===== src/dpm_pkg.sv =====
package dpm_pkg;

    // Operating modes, Gray coded along shutdown, standby, acquire, receive, drain
    typedef enum logic [2:0] {
        DPM_SHUTDOWN = 3'h0,
        DPM_STANDBY  = 3'h1,
        DPM_ACQUIRE  = 3'h3,
        DPM_RECEIVE  = 3'h2,
        DPM_DRAIN    = 3'h6
    } dpm_mode_e;

    // One parallel output word
    typedef struct packed {
        logic [7:0] red;
        logic [7:0] green;
        logic [7:0] blue;
        logic       vertical_sync;
        logic       horizontal_sync;
        logic       pixel_valid_flag;
    } dpm_pixel_s;

    // Pins sampled from outside the clock domain
    typedef struct packed {
        logic receiver_enable_pin;  // Enable pin level
        logic link_clk;             // Serial clock, sampled as a level
        logic cm_above_ratio;       // Common mode above 0.9 of link supply, or floating
        logic cm_below_limit;       // Common mode below 1.3 V
        logic pll_locked;           // Lock flag of the receive PLL
        logic pll_clk;              // Recovered pixel clock of the PLL
        logic link_select;          // Low one lane, high two lanes
    } dpm_pins_s;

    // Power switches handed to the analog and datapath blocks
    typedef struct packed {
        logic input_stage_on;       // Pin input buffers
        logic core_on;              // Bias and switching circuitry
        logic monitor_on;           // Clock activity monitor
        logic pll_on;               // Receive PLL
        logic lane_zero_on;         // Serial lane zero receiver
        logic lane_one_on;          // Serial lane one receiver
    } dpm_power_s;

    // Static pattern: colours and syncs high, valid flag low
    localparam dpm_pixel_s DPM_STATIC_PIXEL = '{
        red: 8'hff, green: 8'hff, blue: 8'hff,
        vertical_sync: 1'b1, horizontal_sync: 1'b1, pixel_valid_flag: 1'b0
    };
    localparam dpm_power_s DPM_POWER_OFF = '{
        input_stage_on: 1'b1, core_on: 1'b0, monitor_on: 1'b0,
        pll_on: 1'b0, lane_zero_on: 1'b0, lane_one_on: 1'b0
    };

    // Timing figures and derived cycle counts
    localparam int DPM_CLK_PERIOD_NS = 40;
    localparam int DPM_CLK_KHZ       = 25000;
    localparam int DPM_EN_HOLD_NS    = 10000;
    localparam int DPM_EN_HOLD_CYC   = (DPM_EN_HOLD_NS + DPM_CLK_PERIOD_NS - 1) / DPM_CLK_PERIOD_NS;
    localparam int DPM_FAST_KHZ      = 3000;
    localparam int DPM_FAST_GAP_CYC  = DPM_CLK_KHZ / DPM_FAST_KHZ;
    localparam int DPM_SLOW_KHZ      = 500;
    localparam int DPM_SLOW_GAP_CYC  = (DPM_CLK_KHZ + DPM_SLOW_KHZ - 1) / DPM_SLOW_KHZ;

    // Lane widths per pixel clock
    localparam logic [4:0] DPM_ONE_LANE_BITS = 5'h1e;
    localparam logic [4:0] DPM_TWO_LANE_BITS = 5'h0f;

    localparam int DPM_CNT_W = 16;

endpackage


===== src/dpm_sync.sv =====
`timescale 1ns/1ps
`default_nettype none
module dpm_sync #(
    parameter int W = 1
) (
    input  wire logic         clk,
    input  wire logic         reset,
    input  wire logic [W-1:0] d,
    output logic      [W-1:0] level,
    output logic      [W-1:0] rise,
    output logic      [W-1:0] fall
);
    // Three stages: catch, settle, edge history
    typedef struct packed {
        logic [W-1:0] s1;
        logic [W-1:0] s2;
        logic [W-1:0] s3;
    } dpm_sync_s;

    dpm_sync_s st_r;    // Registered stages
    dpm_sync_s st_nxt;  // Next stages

    // Shift; only the second stage reads the first
    always_comb begin
        st_nxt    = st_r;
        st_nxt.s1 = d;
        st_nxt.s2 = st_r.s1;
        st_nxt.s3 = st_r.s2;
    end

    always_ff @(posedge clk) begin
        if (reset) begin
            st_r <= '0;
        end else begin
            st_r <= st_nxt;
        end
    end

    // Edges taken from settled stages only
    assign level = st_r.s2;
    assign rise  = st_r.s2 & ~st_r.s3;
    assign fall  = ~st_r.s2 & st_r.s3;
endmodule
`default_nettype wire


===== src/dpm_power_mode_fsm.sv =====
// Operation
// RULE1 - Enable low beyond 10 us forces shutdown
// RULE2 - Shutdown: circuitry off, static output pattern
// RULE3 - Enable high 10 us, common mode high: standby
// RULE4 - Standby: monitor only, PLL off, static
// RULE5 - Shutdown to standby starts activity monitor
// RULE6 - Clock activity in standby starts acquire
// RULE7 - Lock within wait time, lanes per select
// RULE8 - Static pattern until first recovered word
// RULE9 - Receive only with enable and lock
// RULE10 - Transmitter raises common mode to request standby
// RULE11 - Standby request disables outputs within sleep time
// RULE12 - Static pattern on next PLL falling edge
// RULE13 - PLL off after static, monitor stays on
// RULE14 - Long enable low: static then shutdown
// RULE15 - Input stages stay alive in shutdown
// RULE16 - Active only: enable, clock above 3 MHz, low common mode
// RULE17 - Clock below 500 kHz falls to standby
// RULE18 - One lane 30 bits, two lanes 15
// RULE19 - Wait, sleep and hold times are parameters; the enable-high hold for standby is fixed at DPM_EN_HOLD_CYC
`timescale 1ns/1ps
`default_nettype none
module dpm_power_mode_fsm #(
    parameter int LOCK_WAIT_CYC = 2000,                      // Lock wait time in cycles, see RULE19
    parameter int SLEEP_CYC     = 64,                        // Standby entry time in cycles, see RULE19
    parameter int PWRDN_CYC     = dpm_pkg::DPM_EN_HOLD_CYC   // Shutdown hold time in cycles, see RULE19
) (
    input  wire logic                clk,
    input  wire logic                reset,
    input  wire dpm_pkg::dpm_pins_s  pins,
    input  wire logic                word_valid,
    input  wire dpm_pkg::dpm_pixel_s word,
    output logic                     pixel_clock_out,
    output dpm_pkg::dpm_pixel_s      pixel_out,
    output dpm_pkg::dpm_power_s      power,
    output logic [4:0]               lane_bits,
    output dpm_pkg::dpm_mode_e       mode
);
    localparam int CW = dpm_pkg::DPM_CNT_W;

    // Whole controller state
    typedef struct packed {
        dpm_pkg::dpm_mode_e  mode;        // Operating mode
        logic                en_lvl;      // Enable level last seen
        logic [CW-1:0]       en_cnt;      // Cycles at that level
        logic [CW-1:0]       gap_cnt;     // Cycles since last link clock rise
        logic                clk_fast;    // Link clock above 3 MHz
        logic                clk_slow;    // Link clock below 500 kHz or stopped
        logic [CW-1:0]       tmr;         // Lock wait or sleep timer
        logic                first_seen;  // First word recovered
        dpm_pkg::dpm_pixel_s last_word;   // Latest recovered word
        dpm_pkg::dpm_pixel_s pixel;       // Output bus
        logic                pclk;        // Output pixel clock
        dpm_pkg::dpm_power_s power;       // Power switches
        logic [4:0]          lane_bits;   // Bits per lane per pixel clock
    } dpm_state_s;

    localparam dpm_state_s RESET_STATE = '{
        mode: dpm_pkg::DPM_SHUTDOWN, en_lvl: 1'b0, en_cnt: '0, gap_cnt: '0,
        clk_fast: 1'b0, clk_slow: 1'b1, tmr: '0, first_seen: 1'b0,
        last_word: dpm_pkg::DPM_STATIC_PIXEL, pixel: dpm_pkg::DPM_STATIC_PIXEL,
        pclk: 1'b0, power: dpm_pkg::DPM_POWER_OFF, lane_bits: dpm_pkg::DPM_ONE_LANE_BITS
    };

    dpm_state_s         st_r;     // Registered state
    dpm_state_s         st_nxt;   // Next state
    dpm_pkg::dpm_pins_s pin_lvl;  // Synchronised pin levels
    dpm_pkg::dpm_pins_s pin_rise; // Rising edges
    dpm_pkg::dpm_pins_s pin_fall; // Falling edges

    // Saturating increment shared by all counters
    function automatic logic [CW-1:0] sat_inc(input logic [CW-1:0] v);
        sat_inc = (v == {CW{1'b1}}) ? v : CW'(v + 1'b1);
    endfunction

    // Every pin passes two flops before use
    dpm_sync #(
        .W ($bits(dpm_pkg::dpm_pins_s))
    ) u_sync (
        .clk   (clk),
        .reset (reset),
        .d     (pins),
        .level (pin_lvl),
        .rise  (pin_rise),
        .fall  (pin_fall)
    );

    logic en_high_ok;  // Enable held high long enough
    logic en_low_long; // Enable held low past shutdown hold
    logic cm_request;  // Transmitter asks for standby
    logic link_ok;     // Conditions for the active path

    assign en_high_ok  = st_r.en_lvl && (st_r.en_cnt >= CW'(dpm_pkg::DPM_EN_HOLD_CYC));
    assign en_low_long = !st_r.en_lvl && (st_r.en_cnt >= CW'(PWRDN_CYC));
    assign cm_request  = pin_lvl.cm_above_ratio;  // see RULE10
    assign link_ok     = pin_lvl.receiver_enable_pin && st_r.clk_fast && pin_lvl.cm_below_limit
                         && !cm_request;

    // Next state: filters, monitor, mode walk and outputs
    always_comb begin
        st_nxt = st_r;
        // Enable level filter
        if (pin_lvl.receiver_enable_pin != st_r.en_lvl) begin
            st_nxt.en_lvl = pin_lvl.receiver_enable_pin;
            st_nxt.en_cnt = CW'(1);
        end else begin
            st_nxt.en_cnt = sat_inc(st_r.en_cnt);
        end
        // Activity monitor: measure the gap between clock rises
        if (st_r.mode == dpm_pkg::DPM_SHUTDOWN) begin
            // Monitor is powered down, forget any activity
            st_nxt.gap_cnt  = '0;
            st_nxt.clk_fast = 1'b0;
            st_nxt.clk_slow = 1'b1;
        end else if (pin_rise.link_clk) begin
            st_nxt.gap_cnt  = '0;
            st_nxt.clk_fast = st_r.gap_cnt < CW'(dpm_pkg::DPM_FAST_GAP_CYC);  // see RULE16
            st_nxt.clk_slow = st_r.gap_cnt >= CW'(dpm_pkg::DPM_SLOW_GAP_CYC); // see RULE17
        end else begin
            st_nxt.gap_cnt = sat_inc(st_r.gap_cnt);
            // Clock stopped: no rise within the slow period
            if (st_r.gap_cnt >= CW'(dpm_pkg::DPM_SLOW_GAP_CYC)) begin
                st_nxt.clk_fast = 1'b0;
                st_nxt.clk_slow = 1'b1; // see RULE17
            end else if (st_r.gap_cnt >= CW'(dpm_pkg::DPM_FAST_GAP_CYC)) begin
                // Rise overdue: a paused clock must not keep a stale fast flag
                st_nxt.clk_fast = 1'b0; // see RULE16
            end
        end
        // Latest recovered word, kept for the bus
        if (word_valid && (st_r.mode == dpm_pkg::DPM_RECEIVE)) begin
            st_nxt.last_word  = word;
            st_nxt.first_seen = 1'b1;
        end
        // Mode walk; a long low enable wins over all else
        if (en_low_long) begin
            st_nxt.mode = dpm_pkg::DPM_SHUTDOWN; // see RULE1 see RULE14
        end else begin
            case (st_r.mode)
                dpm_pkg::DPM_SHUTDOWN: begin
                    // Wake into standby once enable is steady high
                    if (en_high_ok) begin
                        st_nxt.mode = dpm_pkg::DPM_STANDBY; // see RULE3 see RULE5
                    end
                end
                dpm_pkg::DPM_STANDBY: begin
                    // Activity seen: start the PLL
                    if (link_ok) begin
                        st_nxt.mode = dpm_pkg::DPM_ACQUIRE; // see RULE6 see RULE16
                        st_nxt.tmr  = '0;
                    end
                end
                dpm_pkg::DPM_ACQUIRE: begin
                    if (!link_ok || st_r.clk_slow) begin
                        st_nxt.mode = dpm_pkg::DPM_STANDBY; // see RULE3 see RULE17
                    end else if (pin_lvl.pll_locked) begin
                        st_nxt.mode       = dpm_pkg::DPM_RECEIVE; // see RULE7
                        st_nxt.first_seen = 1'b0;
                    end else if (st_r.tmr >= CW'(LOCK_WAIT_CYC)) begin
                        // Lock never came; retry from standby
                        st_nxt.mode = dpm_pkg::DPM_STANDBY; // see RULE7
                    end else begin
                        st_nxt.tmr = sat_inc(st_r.tmr);
                    end
                end
                dpm_pkg::DPM_RECEIVE: begin
                    // Receive holds only with enable, lock and live clock
                    if (cm_request || st_r.clk_slow || !pin_lvl.pll_locked
                        || !pin_lvl.receiver_enable_pin) begin
                        st_nxt.mode = dpm_pkg::DPM_DRAIN; // see RULE9 see RULE11
                        st_nxt.tmr  = '0;
                    end
                end
                dpm_pkg::DPM_DRAIN: begin
                    // Wait for a PLL falling edge, but never past the sleep time
                    if (pin_fall.pll_clk || (st_r.tmr >= CW'(SLEEP_CYC))) begin
                        st_nxt.mode = dpm_pkg::DPM_STANDBY; // see RULE12 see RULE11
                    end else begin
                        st_nxt.tmr = sat_inc(st_r.tmr);
                    end
                end
                default: begin
                    st_nxt.mode = dpm_pkg::DPM_SHUTDOWN;
                end
            endcase
        end
        // Output bus from the mode being entered
        if (((st_nxt.mode == dpm_pkg::DPM_RECEIVE) || (st_nxt.mode == dpm_pkg::DPM_DRAIN))
            && st_nxt.first_seen) begin
            st_nxt.pixel = st_nxt.last_word;               // see RULE8 see RULE9
            st_nxt.pclk  = pin_lvl.pll_clk;
        end else begin
            st_nxt.pixel = dpm_pkg::DPM_STATIC_PIXEL;      // see RULE2 see RULE4 see RULE6
            st_nxt.pclk  = 1'b0;
        end
        // Power switches follow the mode
        st_nxt.power.input_stage_on = 1'b1;                // see RULE15
        st_nxt.power.core_on        = st_nxt.mode != dpm_pkg::DPM_SHUTDOWN; // see RULE2
        st_nxt.power.monitor_on     = st_nxt.mode != dpm_pkg::DPM_SHUTDOWN; // see RULE5 see RULE13
        st_nxt.power.pll_on         = (st_nxt.mode == dpm_pkg::DPM_ACQUIRE)
                                      || (st_nxt.mode == dpm_pkg::DPM_RECEIVE)
                                      || (st_nxt.mode == dpm_pkg::DPM_DRAIN); // see RULE4 see RULE13
        st_nxt.power.lane_zero_on   = (st_nxt.mode == dpm_pkg::DPM_RECEIVE)
                                      || (st_nxt.mode == dpm_pkg::DPM_DRAIN); // see RULE7
        st_nxt.power.lane_one_on    = st_nxt.power.lane_zero_on && pin_lvl.link_select; // see RULE7
        st_nxt.lane_bits            = pin_lvl.link_select ? dpm_pkg::DPM_TWO_LANE_BITS
                                                          : dpm_pkg::DPM_ONE_LANE_BITS; // see RULE18
    end

    // Single state register, synchronous reset
    always_ff @(posedge clk) begin
        if (reset) begin
            st_r <= RESET_STATE;
        end else begin
            st_r <= st_nxt;
        end
    end

    // Outputs straight from the state flops
    assign pixel_out       = st_r.pixel;
    assign pixel_clock_out = st_r.pclk;
    assign power           = st_r.power;
    assign lane_bits       = st_r.lane_bits;
    assign mode            = st_r.mode;

    // Checks
    localparam int SLEEP_B = SLEEP_CYC + 2;

    // Check helper: cycles spent in acquire; a counter, as the lock wait may exceed a delay range
    logic [CW-1:0] acq_age_r;

    always_ff @(posedge clk) begin
        if (reset) begin
            acq_age_r <= '0;
        end else if (st_r.mode == dpm_pkg::DPM_ACQUIRE) begin
            acq_age_r <= sat_inc(acq_age_r);
        end else begin
            acq_age_r <= '0;
        end
    end
endmodule
`default_nettype wire


===== config.mk =====
export PLATFORM = sky130hd
export DESIGN_NAME = dpm_power_mode_fsm
export DESIGN_NICKNAME = d
export VERILOG_FILES = /design/src/dpm_pkg.sv /design/src/dpm_sync.sv /design/src/dpm_power_mode_fsm.sv
export SDC_FILE = /design/constraint.sdc
export NUM_CORES = 1
export LEC_CHECK = 0
export ABC_AREA = 1
export ABC_CLOCK_PERIOD_IN_PS = 1800
export BUFFER_PORTS_ARGS = -buffer_cell sky130_fd_sc_hd__buf_2
export CORE_MARGIN = 4
export CORE_UTILIZATION = 45
export CTS_CLUSTER_DIAMETER = 50
export CTS_CLUSTER_SIZE = 24
export DETAILED_ROUTE_END_ITERATION = 16
export SETUP_SLACK_MARGIN = 0.2
export SLEW_MARGIN = 15
export SYNTH_ARGS = -nofsm -noshare
export SYNTH_HDL_FRONTEND = slang
export SYNTH_HIERARCHICAL = 1
export SYNTH_SLANG_ARGS = --single-unit

===== constraint.sdc =====
create_clock -name clk -period 1.8 [get_ports clk]
set_input_delay 0.09 -clock clk [delete_from_list [all_inputs] [get_ports clk]]
set_output_delay 0.09 -clock clk [all_outputs]
set_load 0.01 [all_outputs]

# --- After elaboration in Yosys (flattened, before gate mapping) ---
# Index checks and enable logic that the tools add are counted.
totals:
  ff_bits: 140
  out_inout_bits: 42
  elab_cells: 124
classes:
  addsub: 3
  order_cmp: 6
  eq_ne: 18
  n_mux: 29
  bitwise_logic: 6
  reduce_logical: 31
ops:
  columns: ["operator", "count"]
  rows:
  - ["$mux W16", 7]
  - ["$pmux W16 S4", 1]
  - ["$add A16 B1 Y16 const B", 3]
  - ["$eq A16 B16 Y1 const B", 3]
  - ["$mux W28", 1]
  - ["$mux W3", 8]
  - ["$mux W18", 1]
  - ["$mux W17", 1]
  - ["$ge A16 B11 Y1 const B", 1]
  - ["$ge A16 B4 Y1 const B", 1]
  - ["$ge A16 B6 Y1 const B", 1]
  - ["$ge A16 B7 Y1 const B", 1]
  - ["$ge A16 B8 Y1 const B", 1]
  - ["$lt A16 B4 Y1 const B", 1]
  - ["$pmux W3 S5", 1]
  - ["$eq A3 B2 Y1 const B", 4]
  - ["$ne A2 B2 Y1 const B", 6]
  - ["$logic_and A1 B1 Y1", 8]
  - ["$logic_or A1 B1 Y1", 8]
  - ["$mux W1", 8]
  - ["$reduce_and A8 Y1", 1]
  - ["$and A6 B6 Y6", 1]
  - ["$eq A3 B3 Y1 const B", 2]
  - ["$not A6 Y6", 1]
  - ["14 further kinds", 22]

# --- Logic depth before layout (Yosys ltp) ---
depth:
  ltp_word: 13
  mapped_depth: 13
  mapped_depth_nobuf: 13

# --- Modules after synthesis ---
# The synthesis kept the hierarchy.
by_module_without_submodules:
  columns: ["module", "instances", "cells_each", "area_per_inst_um2"]
  rows:
  - ["dpm_power_mode_fsm", 1, 753, 5576.6]
  - ["dpm_sync", 1, 93, 732.0]

# --- Worst setup path after synthesis ---
# Ideal clock, no wire load.
synth_path:
  path_type: "register -> register"
  start: "register st_r[101] in the netlist's numbering"
  end: "register st_r, in the netlist pixel_out[11]"
  arrival_ps: 1465
  required_ps: 1678
  path_slack_ps: 213
  path_stages_with_launch: 12
  path_buffers: 1
  period_less_slack_ps: 1587
  cell_sequence: "dfxtp_1 inv_1 ha_1 nor2_1 nand2_1 nand3_1 nand2_1 nand2_2 nand2_1 inv_2 buf_4 nand3_2"
synth_between:
  elab_chain_cells: 10
  word_cells_on_any_way: 13
  cone_classes: "1 x order compare; 2 x eq/ne; 4 x mux; 1 x bitwise; 5 x reduce/logical"
synth_rtl:
  columns: ["element", "line_no", "rtl"]
  rows:
  - ["from (decl)", "dpm_power_mode_fsm.sv:65", "dpm_state_s st_r;"]
  - ["from (signal assigned)", "dpm_power_mode_fsm.sv:215", "st_r <= st_nxt;"]
  - ["$ge A16 B8 Y1 (*)", "dpm_power_mode_fsm.sv:93, dpm_power_mode_fsm.sv:94", null]
  - ["$logic_and A1 B1 Y1", "dpm_power_mode_fsm.sv:93", "assign en_high_ok = st_r.en_lvl && (st_r.en_cnt >= CW'(dpm_pkg::DPM_EN_HOLD_CYC));"]
  - ["$mux W3", "dpm_power_mode_fsm.sv:142", "if (en_high_ok) begin"]
  - ["$pmux W3 S5", "dpm_power_mode_fsm.sv:139", "case (st_r.mode)"]
  - ["$mux W3", "dpm_power_mode_fsm.sv:136", "if (en_low_long) begin"]
  - ["$eq A3 B2 Y1 / $eq A3 B3 Y1 (equally long branches)", "dpm_power_mode_fsm.sv:188", "if (((st_nxt.mode == dpm_pkg::DPM_RECEIVE) || (st_nxt.mode == dpm_pkg::DPM_DRAIN))"]
  - ["$logic_or A1 B1 Y1", "dpm_power_mode_fsm.sv:188", null]
  - ["$logic_and A1 B1 Y1 (*)", "dpm_power_mode_fsm.sv:189", "&& st_nxt.first_seen) begin"]
  - ["$not A1 Y1 (no source line) (*)", null, null]
  - ["$reduce_or A2 Y1 (no source line) (*)", null, null]
# Every way passes the cells marked *; elsewhere a longest branch is shown, timed or not.
# A chain may end at the register's enable or synchronous reset.

# --- Worst setup path in the final report ---
layout_path:
  start: "register st_r, in the netlist mode[0]"
  end: "register st_r, in the netlist pixel_out[17]"
layout_between:
  elab_chain_cells: 10
  word_cells_on_any_way: 26
  cone_classes: "6 x eq/ne; 14 x mux; 1 x bitwise; 5 x reduce/logical"
layout_rtl:
  columns: ["element", "line_no"]
  rows:
  - ["$mux W3 / $eq A3 B2 Y1 (equally long branches)", "dpm_power_mode_fsm.sv:159, dpm_power_mode_fsm.sv:131, dpm_power_mode_fsm.sv:139"]
  - ["$mux W3 / $logic_and A1 B1 Y1 (equally long branches)", "dpm_power_mode_fsm.sv:156, dpm_power_mode_fsm.sv:131"]
  - ["$mux W3 / $mux W28 (equally long branches)", "dpm_power_mode_fsm.sv:154, dpm_power_mode_fsm.sv:131"]
  - ["$pmux W3 S5 / $mux W1 (equally long branches)", "dpm_power_mode_fsm.sv:139, dpm_power_mode_fsm.sv:156"]
  - ["$mux W3 / $mux W17 (equally long branches)", "dpm_power_mode_fsm.sv:136, dpm_power_mode_fsm.sv:154"]
  - ["$eq A3 B2 Y1, or another cell as far along", "dpm_power_mode_fsm.sv:188"]
  - ["$logic_or A1 B1 Y1 / $mux W1 (equally long branches)", "dpm_power_mode_fsm.sv:188, dpm_power_mode_fsm.sv:136"]
  - ["$logic_and A1 B1 Y1", "dpm_power_mode_fsm.sv:189"]
  - ["$not A1 Y1 (no source line)", null]
  - ["$reduce_or A2 Y1 (no source line)", null]
# Several ways; a longest one is shown, not always the timed one. The select of a mux whose other input is x is not followed.

==> results.md <==
* Status: finished clean
* Antenna cells at 0
* CTS buffer count at 17
* CTS tree: yes
* Switching power share of the total at 0.2305
* Share of cells above drive strength 1 at 0.3188
* Reg-to-Reg Start: mode[0]
* Core area at 0.01324 mm²
* Clock power frac at 0.524
* Sw Pwr at 1.537 mW
* Max clock buf depth at 2
* Synthesized area per cell at ~7.5 µm²
* DRT iter0 DRCs at 343
* Power per cell area at 815.1 mW/mm²
* Startpoint Class: flop
* Setup_tns at 0 ps
* Crit path DAT at 2030 ps
* Die ar. at 0.01547 mm²
* Vias in the first global route at 5,053
* Final hold violation count at 0
* HP Class: primary input to flop
* Largest net degree at the start of global routing at 30
* Root buffer cell: clkbuf_16
* Yosys warns at 6
* WL per Instance at 13.70 µm
* P&R area growth vs syn at 34.17%
* Mapped Cells at 812
* First-pass GRT wire length at 24.17 mm
* RSZ-0062 raised after global routing: yes
* Period utilization at 0.9603
* Initial core utilization at 0.4603
* Leakage power at 3.485 nW
* Hold path startpoint: reset
* Drt drc at 0
* Total Wirelength at 15.30 mm
* Slew Viols, Final at 0
* Fmax at between 500 and 600 MHz
* ANT nets after route at 0
* Tmin final at 1729 ps
* FF-to-FF setup slack at 70 ps
* Type of the worst setup path: flop to flop
* Cell Area, Synth at 0.006096 mm²
* Num ports at 79
* CTS sink cnt at 132
* Vias per cell at 4.893
* Worst clock skew at 12.93 ps
* R2r endpoint: pixel_out[17]
* IO Port Bufs at 74
* Final setup vio count at 0
* H-tree levels at 4
* Drt first pass iters at 4
* Register share of total power at 0.443
* VDD IR max at around 680 µV
* Hold path depth at 2
* Die Span Y at 124.4 µm
* CP max FO at 8
* Worst-Skew Late Latency at 420 ps
* Internal power at roughly 5.1 mW
* Detailed Place HPWL at 9.490 mm
* Cells on worst reg2reg path at 11
* Gr ovfl total at 0
* Power, Total at 6.667 mW
* Hold endpoint: u_sync/st_nxt[8]
* Vias at approximately 5.5k
* Max cap viols at 0
* Routability cong. at about 0.94
* Row Count at 42
* Comb pwr share at 0.032
* Fillcell total at 1,145
* CP required at 2100 ps
* Final layout net count at just under 1k
* Antenna violations before repair at 0
* All-Layer GR Usage at 0.1862
* Critical Path Sink Type: flop
* Die X at between 100 and 150 µm
* Reg clk slew, reported paths at approximately 70 ps
-- critical path, stage by stage (launching register included) --
cell       delay (ps)
dfxtp_2           350
inv_2              70
nand2_2            90
nor2_2            150
inv_2             100
nor2_8            110
nor2_2             50
nor2_2            110
nand2_4            80
nor2_8            210
clkbuf_16         210
nand3_2            70
-- power by group through the flow --
stage	clock [mW]	combinational, mW	sequential, mW
finish	3.50	0.216	2.96
global route	3.69	0.240	2.96
CTS	3.56	0.204	2.96
detailed placement	0	0.143	3.02
global placement	0	0.141	3.02
floorplan	0	0.0929	3.02
-- layer usage --
| metal | track usage | share of wire | vias up |
|---|---|---|---|
| met1 | 0.2337 | 0.43 | 2524 |
| met5 | 0 | 0 | - |
| met3 | 0.04974 | 0.055 | 30 |
| met4 | 0.06447 | 0.018 | 0 |
| li1 | - | - | 2740 |
| met2 | 0.3092 | 0.50 | 171 |
-- layout make-up --
| class | count | area (µm²) | area share |
|---|---|---|---|
| repair buffers | 160 | 1251 | 0.1530 |
| clock buffers | 17 | 425.4 | 0.05201 |
| multi-input cells | 512 | 3029 | 0.3704 |
| clock inverters | 15 | 171.4 | 0.02096 |
| well taps | 176 | 220.2 | 0.02692 |
| inverters | 105 | 401.6 | 0.04911 |
| flip-flops and latches | 132 | 2680 | 0.3277 |
-- flip-flops by register name (all words and copies together) (netlist names) --
register and cells:
mode 3, u_sync/st_r 2, lane_bits 2, power 4, pixel_clock_out 1, st_r 79
u_sync/level 7, pixel_out 27, u_sync/st_nxt 7
-- cell usage in the layout, fill, tap and decap left out, types with 3 or more instances in the layout --
master         instances
buf_2                 74
xor2_1                13
a31oi_1                8
nand4_1               12
nor3_4                 3
ha_2                   3
xnor2_1                4
mux2i_2                4
nor2_4                11
dfxtp_4                4
nand2_2               13
nand3_2               33
dlygate4sd3_1         34
nand2_4                4
mux2i_1               22
or2_2                  5
buf_12                 4
buf_6                  6
o21ai_0               12
buf_4                 37
nor2_2                14
inv_6                  5
nand3_1               41
nor3_1                 7
clkbuf_16             21
inv_8                  3
nor3_2                 7
a21oi_1               19
clkinvlp_4             3
dfxtp_2               18
a21oi_2                4
nor2_1                73
conb_1                 4
inv_2                 10
dfxtp_1              110
nand2_1              177
inv_1                 94
-- per-stage QoR --
step	hold slack [ps]	std cells	area (µm²)	setup WS (ps)	utilization
after floorplan	197.0	815	6107	213.0	-
after global placement	298.5	1030	6513	109.6	0.4918
after detailed placement	302.9	1030	6513	57.27	0.4918
after CTS	29.89	1103	7592	132.8	0.5733
after global routing	74.69	1117	8179	-0.6188	0.6176
final	57.91	1117	8179	71.37	0.6176
-- worst max path at each step --
stage | startpoint | to | slack, ps
final | mode[0] | pixel_out[17] | 70
after global routing | st_r[101] | pixel_out[17] | -0.6
after CTS | st_r[102] | pixel_out[16] | 130
after detailed placement | st_r[102] | pixel_out[16] | 60
after global placement | u_sync/level[1] | pixel_out[19] | 110
after floorplan | st_r[101] | pixel_out[11] | 210
-- timing repair --
item	in CTS	in global routing
setup endpoints to repair	48	102
gates resized for setup	25	126
pin swaps	5	30
hold buffers	34	0
cloned	1	5
hold endpoints to repair	61	0
setup buffers	6	9
(Power assumes the default switching activity.)
